### src/verilog/tmw_pkg.sv
// thermal watchdog package: register pointers, reset values, config layout,
// bus states and timing counts.
// assumes a single 40 MHz system clock shared by every user of these constants.
package tmw_pkg;

  // ----------------------------------------------------------------------
  // register pointers
  // ----------------------------------------------------------------------
  localparam logic [2:0] PTR_TEMP = 3'h0;
  localparam logic [2:0] PTR_CONF = 3'h1;
  localparam logic [2:0] PTR_THYST = 3'h2;
  localparam logic [2:0] PTR_TOS = 3'h3;
  localparam logic [2:0] PTR_IDLE = 3'h4;

  // ----------------------------------------------------------------------
  // reset values
  // ----------------------------------------------------------------------
  localparam logic [2:0] PTR_RST = 3'h0;
  localparam logic [7:0] CONF_RST = 8'h00;
  localparam logic [15:0] TOS_RST = 16'h5000;   // 80.0 degC, 9 bits left aligned
  localparam logic [15:0] THYST_RST = 16'h4b00; // 75.0 degC
  localparam logic [4:0] IDLE_RST = 5'h01;
  localparam logic TIMEOUT_EN_RST = 1'b1;

  // ----------------------------------------------------------------------
  // fault queue lengths per trip_count_select code
  // ----------------------------------------------------------------------
  localparam logic [2:0] TRIP_N0 = 3'h1;
  localparam logic [2:0] TRIP_N1 = 3'h2;
  localparam logic [2:0] TRIP_N2 = 3'h4;
  localparam logic [2:0] TRIP_N3 = 3'h6;

  // ----------------------------------------------------------------------
  // timing
  // ----------------------------------------------------------------------
  localparam int unsigned CLK_HZ = 40000000;
  localparam int unsigned TIMEOUT_MS = 25;
  localparam int unsigned TIMEOUT_CYC = (CLK_HZ / 1000) * TIMEOUT_MS;
  localparam int unsigned TO_W = 20;
  localparam logic [3:0] BITS_PER_BYTE = 4'h8;

  // configuration register layout, top bit first
  typedef struct packed {
    logic [2:0] rsvd;
    logic [1:0] trip_count_select;
    logic alarm_polarity;
    logic alarm_latch_select;
    logic shutdown;
  } tmw_cfg_t;

  // serial slave states, gray steps along the usual path
  typedef enum logic [2:0] {
    ST_IDLE = 3'b000,
    ST_ADDR = 3'b001,
    ST_AACK = 3'b011,
    ST_WBYTE = 3'b010,
    ST_WACK = 3'b110,
    ST_RBYTE = 3'b111,
    ST_RACK = 3'b101
  } tmw_state_t;

endpackage

### src/verilog/tmw_alarm.sv
// alarm decision: fault queue, comparator and latched modes.
// assumes conv_ok is a one-cycle pulse on sys_clk and rd_evt a one-cycle pulse.
`timescale 1ns/1ps
module tmw_alarm import tmw_pkg::*; (
  // clock and reset
  input wire logic sys_clk,
  input wire logic srst,
  // conversion result
  input wire logic conv_ok,
  input wire logic [8:0] temp9,
  // limits and settings
  input wire logic [8:0] tos9,
  input wire logic [8:0] thyst9,
  input wire tmw_cfg_t cfg,
  // bus read event
  input wire logic rd_evt,
  // alarm state, asserted high
  output logic alarm_act
);

  // ----------------------------------------------------------------------
  // decode
  // ----------------------------------------------------------------------
  function automatic logic [2:0] trip_need(input logic [1:0] sel);
    case (sel)
      2'h0: trip_need = TRIP_N0;
      2'h1: trip_need = TRIP_N1;
      2'h2: trip_need = TRIP_N2;
      default: trip_need = TRIP_N3;
    endcase
  endfunction

  logic dir_q;       // 0 waits for hot, 1 waits for cold
  logic [2:0] cnt_q;
  logic [1:0] qsel_q;
  logic shut_q;
  logic alarm_q;

  // 9-bit signed compare, only upper result bits reach here
  wire hot = $signed(temp9) > $signed(tos9);
  wire cold = $signed(temp9) < $signed(thyst9);
  wire trip = dir_q ? cold : hot;
  wire [2:0] need = trip_need(cfg.trip_count_select);
  wire fire = conv_ok && trip && ((cnt_q + 3'h1) == need);
  wire qchg = cfg.trip_count_select != qsel_q;
  wire shut_enter = cfg.shutdown && !shut_q;
  wire clr = cfg.alarm_latch_select && (rd_evt || shut_enter);
  // a fresh fire beats a same-cycle clear so no event is lost
  wire alarm_d = fire ? (cfg.alarm_latch_select || !dir_q) : (clr ? 1'b0 : alarm_q);
  wire cnt_clr = qchg || (conv_ok && !trip) || fire;
  wire [2:0] cnt_d = cnt_clr ? 3'h0 : (conv_ok ? cnt_q + 3'h1 : cnt_q);

  // ----------------------------------------------------------------------
  // state
  // ----------------------------------------------------------------------
  always_ff @(posedge sys_clk) begin
    if (srst) begin
      dir_q <= 1'b0;
      cnt_q <= 3'h0;
      qsel_q <= 2'h0;
      shut_q <= 1'b0;
      alarm_q <= 1'b0;
    end else begin
      dir_q <= fire ? !dir_q : dir_q;
      cnt_q <= cnt_d;
      qsel_q <= cfg.trip_count_select;
      shut_q <= cfg.shutdown;
      alarm_q <= alarm_d;
    end
  end

  assign alarm_act = alarm_q;
endmodule

### src/verilog/tmw_top.sv
// thermal watchdog: serial register slave, register file, shutdown gating
// and open-drain alarm pin.
// assumes the converter sits on sys_clk and pulses conv_done with a result;
// serial lines and address straps arrive asynchronously.
//
// Behaviour
// - polarity bit chooses alarm asserted level
// - polarity resets to zero, active low
// - mode bit selects latched or comparator
// - mode bit resets to comparator
// - comparator: set above high, clear below hysteresis
// - latched: set on event, cleared by read
// - evaluate at conversion end, consecutive trips
// - queue codes map to 1,2,4,6 trips
// - queue resets to code zero, one trip
// - shutdown bit stops or resumes conversion
// - shutdown halts conversion, bus stays alive
// - shutdown clears latched alarm, keeps comparator
// - reset values for limits, pointer, timeout
// - device pulls data low to acknowledge
// - host acknowledge requests second byte
// - final slot not acknowledged, then stop
// - one-byte read is accepted
// - compare nine upper temperature bits
// - limits nine bits, left aligned
`timescale 1ns/1ps
module tmw_top import tmw_pkg::*; #(
  parameter int unsigned TIMEOUT_CYCLES = TIMEOUT_CYC
) (
  // clock and reset
  input wire logic sys_clk,
  input wire logic srst,
  // serial bus pins
  input wire logic scl_i,
  input wire logic sda_i,
  output logic sda_o,
  output logic sda_oe,
  // address straps
  input wire logic [6:0] dev_addr,
  // converter side
  input wire logic conv_done,
  input wire logic [10:0] conv_temp,
  output logic conv_run,
  output logic [4:0] conv_period,
  // alarm pin
  output logic alarm_o,
  output logic alarm_oe
);

  // ----------------------------------------------------------------------
  // pin synchronisers
  // ----------------------------------------------------------------------
  logic scl_m_q, scl_s_q, scl_p_q;
  logic sda_m_q, sda_s_q, sda_p_q;
  logic [6:0] addr_m_q, addr_s_q;

  // two flops first, the third only feeds edge detection
  always_ff @(posedge sys_clk) begin
    if (srst) begin
      {scl_m_q, scl_s_q, scl_p_q} <= 3'h7;
      {sda_m_q, sda_s_q, sda_p_q} <= 3'h7;
      addr_m_q <= 7'h00;
      addr_s_q <= 7'h00;
    end else begin
      {scl_m_q, scl_s_q, scl_p_q} <= {scl_i, scl_m_q, scl_s_q};
      {sda_m_q, sda_s_q, sda_p_q} <= {sda_i, sda_m_q, sda_s_q};
      addr_m_q <= dev_addr;
      addr_s_q <= addr_m_q;
    end
  end

  // bus events, data read at scl rise since host holds it while high
  wire scl_rise = scl_s_q && !scl_p_q;
  wire scl_fall = !scl_s_q && scl_p_q;
  wire start_det = scl_s_q && scl_p_q && sda_p_q && !sda_s_q;
  wire stop_det = scl_s_q && scl_p_q && !sda_p_q && sda_s_q;

  // ----------------------------------------------------------------------
  // registers
  // ----------------------------------------------------------------------
  logic [2:0] ptr_q;
  tmw_cfg_t cfg_q;
  logic [15:0] temp_q, tos_q, thyst_q;
  logic [4:0] idle_q;
  logic timeout_en_q;

  function automatic logic [7:0] rd_byte(input logic [2:0] p, input logic lsb,
      input logic [15:0] t, input logic [7:0] c, input logic [15:0] h,
      input logic [15:0] o, input logic [4:0] i);
    case (p)
      PTR_TEMP: rd_byte = lsb ? t[7:0] : t[15:8];
      PTR_CONF: rd_byte = c;
      PTR_THYST: rd_byte = lsb ? h[7:0] : h[15:8];
      PTR_TOS: rd_byte = lsb ? o[7:0] : o[15:8];
      PTR_IDLE: rd_byte = {3'h0, i};
      default: rd_byte = 8'h00;
    endcase
  endfunction

  // ----------------------------------------------------------------------
  // serial slave
  // ----------------------------------------------------------------------
  tmw_state_t st_q, st_d;
  logic [3:0] bit_q, bit_d;
  logic [7:0] sh_q, sh_d;
  logic [1:0] idx_q, idx_d;
  logic rw_q, rw_d;
  logic sda_oe_q, sda_oe_d;
  logic rd_evt, wr_evt;
  logic [TO_W-1:0] to_q;

  wire timeout = timeout_en_q && (to_q == TO_W'(TIMEOUT_CYCLES - 1));
  wire [7:0] first_byte = rd_byte(ptr_q, 1'b0, temp_q, cfg_q, thyst_q, tos_q, idle_q);
  wire [7:0] next_byte = rd_byte(ptr_q, idx_q[0], temp_q, cfg_q, thyst_q, tos_q, idle_q);
  wire bits_full = bit_q == BITS_PER_BYTE;

  // next-state for the byte engine; host supplies every clock pulse
  always_comb begin
    st_d = st_q;
    bit_d = bit_q;
    sh_d = sh_q;
    idx_d = idx_q;
    rw_d = rw_q;
    sda_oe_d = sda_oe_q;
    rd_evt = 1'b0;
    wr_evt = 1'b0;
    if (stop_det || timeout) begin
      st_d = ST_IDLE;
      sda_oe_d = 1'b0;
    end else if (start_det) begin
      st_d = ST_ADDR;
      bit_d = 4'h0;
      sda_oe_d = 1'b0;
    end else begin
      case (st_q)
        ST_IDLE: begin
          sda_oe_d = 1'b0;
        end
        ST_ADDR, ST_WBYTE: begin
          if (scl_rise && !bits_full) begin
            sh_d = {sh_q[6:0], sda_s_q};
            bit_d = bit_q + 4'h1;
          end else if (scl_fall && bits_full) begin
            if (st_q == ST_WBYTE) begin
              st_d = ST_WACK;
              sda_oe_d = 1'b1;
              wr_evt = 1'b1;
            end else if (sh_q[7:1] == addr_s_q) begin
              st_d = ST_AACK;
              sda_oe_d = 1'b1;
              rw_d = sh_q[0];
              idx_d = 2'h0;
            end else begin
              st_d = ST_IDLE;
            end
          end
        end
        ST_AACK: begin
          if (scl_fall && rw_q) begin
            st_d = ST_RBYTE;
            sh_d = first_byte;
            sda_oe_d = !first_byte[7];
            bit_d = 4'h1;
            idx_d = 2'h1;
            rd_evt = 1'b1;
          end else if (scl_fall) begin
            st_d = ST_WBYTE;
            sda_oe_d = 1'b0;
            bit_d = 4'h0;
          end
        end
        ST_WACK: begin
          if (scl_fall) begin
            st_d = ST_WBYTE;
            sda_oe_d = 1'b0;
            bit_d = 4'h0;
            idx_d = (idx_q == 2'h3) ? idx_q : idx_q + 2'h1;
          end
        end
        ST_RBYTE: begin
          if (scl_fall && bits_full) begin
            st_d = ST_RACK;
            sda_oe_d = 1'b0;
          end else if (scl_fall) begin
            sh_d = {sh_q[6:0], 1'b0};
            sda_oe_d = !sh_q[6];
            bit_d = bit_q + 4'h1;
          end
        end
        ST_RACK: begin
          if (scl_rise && bits_full) begin
            // released line means the host is done, wait for stop
            st_d = sda_s_q ? ST_IDLE : ST_RACK;
            bit_d = 4'h0;
          end else if (scl_fall && !bits_full) begin
            st_d = ST_RBYTE;
            sh_d = next_byte;
            sda_oe_d = !next_byte[7];
            bit_d = 4'h1;
            idx_d = idx_q + 2'h1;
          end
        end
        default: begin
          st_d = ST_IDLE;
          sda_oe_d = 1'b0;
        end
      endcase
    end
  end

  // byte engine flops; reads and writes stay alive in shutdown
  always_ff @(posedge sys_clk) begin
    if (srst) begin
      st_q <= ST_IDLE;
      bit_q <= 4'h0;
      sh_q <= 8'h00;
      idx_q <= 2'h0;
      rw_q <= 1'b0;
      sda_oe_q <= 1'b0;
    end else begin
      st_q <= st_d;
      bit_q <= bit_d;
      sh_q <= sh_d;
      idx_q <= idx_d;
      rw_q <= rw_d;
      sda_oe_q <= sda_oe_d;
    end
  end

  // stuck-low clock watchdog frees the bus instead of hanging it
  always_ff @(posedge sys_clk) begin
    if (srst || st_q == ST_IDLE || scl_s_q) begin
      to_q <= '0;
    end else if (!timeout) begin
      to_q <= to_q + TO_W'(1);
    end
  end

  // ----------------------------------------------------------------------
  // register writes and conversion capture
  // ----------------------------------------------------------------------
  wire conv_ok = conv_done && !cfg_q.shutdown;
  wire wr_ptr = wr_evt && idx_q == 2'h0;
  wire wr_msb = wr_evt && idx_q == 2'h1;
  wire wr_lsb = wr_evt && idx_q == 2'h2;

  always_ff @(posedge sys_clk) begin
    if (srst) begin
      ptr_q <= PTR_RST;
      cfg_q <= tmw_cfg_t'(CONF_RST);
      temp_q <= 16'h0000;
      tos_q <= TOS_RST;
      thyst_q <= THYST_RST;
      idle_q <= IDLE_RST;
      timeout_en_q <= TIMEOUT_EN_RST;
    end else begin
      if (wr_ptr) ptr_q <= sh_q[2:0];
      if (wr_msb && ptr_q == PTR_CONF) cfg_q <= tmw_cfg_t'({3'h0, sh_q[4:0]});
      if (wr_msb && ptr_q == PTR_IDLE) idle_q <= sh_q[4:0];
      if (wr_msb && ptr_q == PTR_TOS) tos_q[15:8] <= sh_q;
      if (wr_lsb && ptr_q == PTR_TOS) tos_q[7:0] <= {sh_q[7], 7'h00};
      if (wr_msb && ptr_q == PTR_THYST) thyst_q[15:8] <= sh_q;
      if (wr_lsb && ptr_q == PTR_THYST) thyst_q[7:0] <= {sh_q[7], 7'h00};
      if (conv_ok) temp_q <= {conv_temp, 5'h00};
    end
  end

  // ----------------------------------------------------------------------
  // alarm
  // ----------------------------------------------------------------------
  logic alarm_act;
  logic conv_run_q, alarm_oe_q;
  logic [4:0] period_q;

  tmw_alarm u_alarm (
    .sys_clk(sys_clk),
    .srst(srst),
    .conv_ok(conv_ok),
    .temp9(temp_q[15:7]),
    .tos9(tos_q[15:7]),
    .thyst9(thyst_q[15:7]),
    .cfg(cfg_q),
    .rd_evt(rd_evt),
    .alarm_act(alarm_act)
  );

  // pin level is the polarity when asserted; low level means pulling down
  wire pin_level = alarm_act ? cfg_q.alarm_polarity : !cfg_q.alarm_polarity;

  always_ff @(posedge sys_clk) begin
    if (srst) begin
      conv_run_q <= 1'b0;
      period_q <= IDLE_RST;
      alarm_oe_q <= 1'b0;
    end else begin
      conv_run_q <= !cfg_q.shutdown;
      period_q <= idle_q;
      alarm_oe_q <= !pin_level;
    end
  end

  assign sda_o = 1'b0;
  assign alarm_o = 1'b0;
  assign sda_oe = sda_oe_q;
  assign alarm_oe = alarm_oe_q;
  assign conv_run = conv_run_q;
  assign conv_period = period_q;
endmodule

### config.mk
export PLATFORM = sky130hd
export DESIGN_NAME = tmw_top
export DESIGN_NICKNAME = d
export VERILOG_FILES = /design/src/verilog/tmw_pkg.sv /design/src/verilog/tmw_alarm.sv /design/src/verilog/tmw_top.sv
export SDC_FILE = /design/constraint.sdc
export NUM_CORES = 1
export LEC_CHECK = 0
export BUFFER_PORTS_ARGS = -buffer_cell sky130_fd_sc_hd__buf_4
export CAP_MARGIN = 20
export CORE_AREA = 2 2 129 131
export DETAILED_ROUTE_END_ITERATION = 12
export DIE_AREA = 0 0 131 133
export HOLD_SLACK_MARGIN = 0.12
export PLACE_DENSITY = 0.6
export SKIP_LAST_GASP = 1
export SLEW_MARGIN = 20
export SYNTH_ARGS = -nofsm -noshare
export SYNTH_HDL_FRONTEND = slang
export SYNTH_SLANG_ARGS = --single-unit
### constraint.sdc
create_clock -name sys_clk -period 4.16 [get_ports sys_clk]
set_input_delay 0.416 -clock sys_clk [delete_from_list [all_inputs] [get_ports sys_clk]]
set_output_delay 0.416 -clock sys_clk [all_outputs]
set_load 0.05 [all_outputs]
==> results of run 1 <==
==> through the flow <==
stage                     power [W]  std cells  utilization
final                       0.00273        980        0.444
after global routing        0.00283        980        0.444
after CTS                   0.00275        980        0.444
after detailed placement    0.00135        948        0.409
after global placement      0.00135        948        0.409
after floorplan             0.00130        743            -
==> cell usage in the layout, fill, tap and decap left out, types with 21 or more instances in the layout <==
master	instances
a21oi_1	48
buf_4	33
dfxtp_1	115
ha_1	25
inv_1	35
mux2i_1	37
nand2_1	56
nor2_1	86
nor2b_1	33
o21ai_0	21
==> routing by layer <==
metal	vias up	GRT usage	part of all wire
li1	2621	-	-
met1	2504	0.255	0.47
met2	117	0.287	0.47
met3	24	0.0425	0.045
met4	0	0.0715	0.016
met5	-	0	0
==> critical path, stage by stage (launching register included) <==
cell and delay [ns]:
dfxtp_1 1.01, nand3b_1 0.29, nor4_4 0.36, o311ai_4 0.24
nand2b_1 0.41, a211o_1 0.37
==> cell type report <==
class / instances / area, um2 / share of cell area
clock inverters: 14 / 129 / 0.0180
repair buffers: 33 / 248 / 0.0345
multi-input cells: 541 / 3620 / 0.504
flip-flops and latches: 116 / 2320 / 0.324
well taps: 220 / 275 / 0.0384
inverters: 38 / 143 / 0.0199
clock buffers: 18 / 439 / 0.0612
==> cells by family (layout without fill, tap and decap cells) <==
family                   after synthesis  in the layout  share of synthesized area
AND/OR/NAND/NOR                      289            289                      0.246
AO/OA/AOI/OAI                        155            155                      0.170
flip-flops                           116            116                      0.368
buffers and inverters                 86            103                     0.0600
multiplexers                          42             42                     0.0676
XOR/XNOR                              28             28                     0.0388
adder cells (fa/ha/maj)               25             25                     0.0495
other                                  1              2                   0.000594
==> power by group through the flow <==
| stage | combinational [W] | clock (W) | sequential, W |
|---|---|---|---|
| final | 0.000171 | 0.00139 | 0.00116 |
| after global placement | 0.000165 | 0 | 0.00118 |
| after CTS | 0.000170 | 0.00142 | 0.00116 |
| after detailed placement | 0.000169 | 0 | 0.00118 |
| after floorplan | 0.000123 | 0 | 0.00118 |
| after global routing | 0.000191 | 0.00148 | 0.00116 |
==> registers in the layout (all words and copies together), names as in the netlist, 2 cells and up <==
register,cells
conv_period,5
u_alarm.qsel_q,2
sh_q,8
idx_q,2
bit_q,4
temp_q,11
tos_q,9
st_q,3
addr_s_q,7
idle_q,5
addr_m_q,7
to_q,20
thyst_q,9
cfg_q,5
ptr_q,3
u_alarm.cnt_q,3
==> worst paths after layout <==
check                             start   endpoint  cells past startpoint
worst max-delay path            st_q[1]  tos_q[14]                      5
worst min-delay path              sda_i    sda_m_q                      2
worst max register to register  st_q[1]  tos_q[14]                      5
worst min register to register  sda_m_q    sda_s_q                      1
==> reports/results.tsv, run 1 <==
stage	metric	value	unit
detailed_routing	DRT antenna net count	0	
place	post-place instance area	6610	um2
floorplan	die area	17400	um2
finish	Nets	795	
grt	GRT Total Usage	0.187	
place	DP Wirelength	10.9	mm
place	Port Buffers	30	
detailed_routing	Vias/cell	5.37	
sta	minimum clock period	2.80	ns
power_and_ir_drop	switching share of power	0.250	
worst_setup_path	WP data required	4.47	ns
synthesis	post-synthesis instance total	742	
cts	CTS Buf Count	17	
sta	hold slack	0.179	ns
cts	CTS max path bufs	2	
synthesis	area leader, netlist	dfxtp_1	
grt	initial antenna violation count	0	
finish	diodes inserted	0	
cts	root buffer cell	clkbuf_16	
power_and_ir_drop	power share of the clock group	0.512	
synthesis	FF+latch count, synth	116	
sta	Final Hold Viols	0	
detailed_routing	post-DR wirelength/cell	15.6	um
detailed_routing	DRC viols	0	
detailed_routing	drt total wl	15.3	mm
sta	RSZ-0062 raised after global routing	no	
cts	post-CTS setup buffer count	0	
cts	Clock Sinks	116	
floorplan	die height	133	um
place	gpl congestion	0.861	
cts	Clk Latency, worst-skew pair	0.42	ns
worst_setup_path	CP startpoint kind	flip-flop	
cts	Reg clk slew, reported paths	0.05	ns
synthesis	Synth Cell Area	6320	um2
finish	Layout area overhead	13.6	%
sta	Worst-Margin Slew	1.05	ns
sta	final worst slack	1.36	ns
synthesis	synth top area cells	dfxtp_1, mux2i_1, nor2_1	
sta	setup TNS	0	ns
power_and_ir_drop	net load switching power	0.000681	W
power_and_ir_drop	Lkg Pwr	2.78	nW
finish	share of cells above drive strength 1	0.128	
power_and_ir_drop	sequential share of power	0.426	
worst_setup_path	Setup CP Type	flip-flop to flip-flop	
synthesis	count leader, synth	dfxtp_1	
synthesis	part of the Yosys area used for sequential elements	0.368	
finish	Design Area, Final	7180	um2
floorplan	Initial Utilization	0.391	
sta	Worst Skew	0.00785	ns
synthesis	top_reg_cell synth	dfxtp_1	
floorplan	Die X	131	um
flow_run	Max-cap violations	0	
sta	crit share post-route	0.673	
finish	fillers	1580	
worst_setup_path	reg-to-reg slack, setup	1.36	ns
synthesis	Syn. warnings	0	
power_and_ir_drop	Comb pwr share	0.063	
synthesis	top post-synthesis cells by count	dfxtp_1, nor2_1, nand2_1, a21oi_1, mux2i_1	
cts	Post-CTS Hold Buffers	0	
floorplan	row count	47	
power_and_ir_drop	Max IR drop VDD	0.269	mV
synthesis	Synth cell types	79	
cts	H-tree Lvls	4	
worst_setup_path	CP Max Fanout	30	
sta	Slew Viols, Final	0	
detailed_routing	vias	5266	
floorplan	IO Pins	33	
grt	first-pass GRT wire length	25.6	mm
place	pre-CTS WS	1.42	ns
synthesis	EDFF count, synth	0	
sta	Max-slew headroom	0.296	
detailed_routing	iteration count of the initial detailed-routing pass	5	
synthesis	Yosys top cell area share	0.368	
grt	largest net degree at the start of global routing	67	
cts	CTS tree	built	
cts	post-CTS sizing	0	
sta	Final setup viols	0	
grt	vias in the first global route	5033	
grt	GRT overflow	0	
detailed_routing	1st-iter DRT viols	350	
sta	fmax	357	MHz
power_and_ir_drop	Internal Dissipation	0.00204	W
power_and_ir_drop	Power Density	380	nW/um2
synthesis	Mean Syn Cell Area	8.51	um2
synthesis	Post-synth ARST share	0	
floorplan	Core Region	16200	um2
hold_path	worst hold-check path type	input port to flip-flop	
run_status	status	complete, no violations	
worst_setup_path	CP endpoint kind	flip-flop	
worst_setup_path	CP arrival	3.11	ns
No activity file was read; power rests on OpenSTA's default activity.
==> run 2, diff against run 1 <==
Settings changed: PLACE_DENSITY 0.6 to 0.63.
Clock period 4.16 ns to 2.38 ns, I/O delays scaled along.
==> reports/results.tsv, run 2 (synthesis results as in run 1) <==
stage	metric	value	unit
run_status	status	complete, no violations	
finish	share of cells above drive strength 1	0.166	
sta	Worst Skew	0.00723	ns
finish	most common cell after layout, fill and taps aside	dfxtp_1	
worst_setup_path	Crit path max-delay family	simple AND/OR/NAND/NOR gates	
detailed_routing	iteration count of the initial detailed-routing pass	5	
worst_setup_path	CP arrival	2.57	ns
detailed_routing	1st-iter DRT viols	381	
cts	Reg clk slew, reported paths	0.06	ns
sta	Slew Viols, Final	0	
sta	RSZ-0062 raised after global routing	yes	
grt	GRT Total Usage	0.186	
floorplan	die area	17400	um2
floorplan	Die X	131	um
grt	initial antenna violation count	0	
cts	root buffer cell	clkbuf_16	
sta	Final setup viols	0	
sta	minimum clock period	2.29	ns
finish	diodes inserted	0	
detailed_routing	post-DR wirelength/cell	14.8	um
worst_setup_path	Worst Path Buf+Inv	1	
power_and_ir_drop	Power Density	656	nW/um2
worst_setup_path	CP max stage delay	0.55	ns
worst_setup_path	CP endpoint kind	flip-flop	
cts	CTS tree	built	
sta	final worst slack	0.0921	ns
finish	number of flip-flops in the largest register	20	
grt	first-pass GRT wire length	25.8	mm
power_and_ir_drop	Max IR drop VDD	0.417	mV
detailed_routing	drt total wl	15.3	mm
sta	hold slack	0.208	ns
floorplan	Core Region	16200	um2
sta	crit share post-route	0.961	
hold_path	worst hold-check path type	input port to flip-flop	
sta	Worst-Margin Slew	0.852	ns
power_and_ir_drop	net load switching power	0.00115	W
detailed_routing	Vias/cell	5.26	
sta	fmax	437	MHz
place	Port Buffers	30	
cts	CTS Buf Count	17	
cts	Clk Latency, worst-skew pair	0.42	ns
worst_setup_path	CP Max Fanout	12	
floorplan	row count	47	
power_and_ir_drop	Internal Dissipation	0.00392	W
finish	most frequent cells in the layout	dfxtp_1, nor2_1, buf_4	
floorplan	IO Pins	33	
place	gpl congestion	0.886	
power_and_ir_drop	power share of the clock group	0.531	
flow_run	Max-cap violations	0	
cts	CTS max path bufs	2	
sta	Max-slew headroom	0.417	
power_and_ir_drop	sequential share of power	0.399	
cts	Clock Sinks	116	
worst_setup_path	Setup CP Type	flip-flop to flip-flop	
detailed_routing	DRT antenna net count	0	
finish	Layout area overhead	22.3	%
sta	Final Hold Viols	0	
finish	biggest regs	to_q (20), temp_q (11)	
grt	GRT overflow	0	
worst_setup_path	crit path cell chain	inv_1, ha_1, and3b_2, nor2_1, o22ai_1, or4_4, a2111oi_2, a211oi_2	
power_and_ir_drop	Comb pwr share	0.069	
worst_setup_path	CP startpoint kind	flip-flop	
cts	H-tree Lvls	4	
finish	Nets	852	
power_and_ir_drop	Lkg Pwr	3.10	nW
grt	vias in the first global route	5156	
floorplan	die height	133	um
detailed_routing	DRC viols	0	
place	DP Wirelength	10.8	mm
place	pre-CTS WS	0.108	ns
floorplan	Initial Utilization	0.391	
finish	Top reg by flops	to_q	
worst_setup_path	slowest library cell on the worst path	or4_4	
power_and_ir_drop	switching share of power	0.227	
detailed_routing	vias	5456	
worst_setup_path	WP data required	2.66	ns
grt	largest net degree at the start of global routing	41	
[run 2: cell types whose count changed in the layout (fill, tap and decap cells not counted), sizes merged]
cell / change
buf: +37
dlygate4sd3: +20
inv: -2
clkbuf: +1
clkinvlp: -4
clkinv: +2
bufinv: +3
[run 2: per-layer routing]
metal  global-route usage  part of all wire
met5                    0                 0
met4               0.0733             0.018
met3               0.0364             0.045
met2                0.281              0.45
met1                0.260              0.49
[run 2: cell type report]
type | count | area, um2
well taps | 220 | 275
multi-input cells | 541 | 3640
inverters | 38 | 143
flip-flops and latches | 116 | 2320
repair buffers | 90 | 726
fillers | 1542 | 8450
clock inverters | 13 | 181
clock buffers | 19 | 443
[run 2: power by group through the flow]
stage | sequential [W] | combinational [W] | clock, W
after floorplan | 0.00206 | 0.000215 | 0
after global placement | 0.00206 | 0.000312 | 0
after detailed placement | 0.00207 | 0.000315 | 0
after CTS | 0.00202 | 0.000343 | 0.00273
after global routing | 0.00203 | 0.000389 | 0.00282
final | 0.00202 | 0.000351 | 0.00269
[run 2: what timing repair did]
action | in CTS | in global routing
buffers inserted | 0 | 3
hold endpoints to repair | 20 | 0
setup endpoints to repair | 0 | 9
hold buffers | 20 | 0
resized for setup | 0 | 4
[run 2: final timing paths]
path                  from          end  slack, ns  depth (start not counted)
setup / recovery  bit_q[1]      sh_q[5]       0.09                          8
setup reg to reg  bit_q[1]      sh_q[5]       0.09                          8
hold reg to reg    scl_m_q      scl_s_q       0.41                          1
hold / removal        srst  addr_m_q[0]       0.21                          2
[run 2: stage by stage]
stage | cell area, um2 | util | total power [W] | setup TNS [ns] | instances
detailed placement | 6860 | 0.424 | 0.00238 | 0 | 982
floorplan | 6320 | - | 0.00227 | 0 | 743
global placement | 6860 | 0.424 | 0.00238 | 0 | 982
global route | 7730 | 0.478 | 0.00524 | -0.0508 | 1037
finish | 7730 | 0.478 | 0.00507 | 0 | 1037
CTS | 7690 | 0.475 | 0.00510 | 0 | 1034
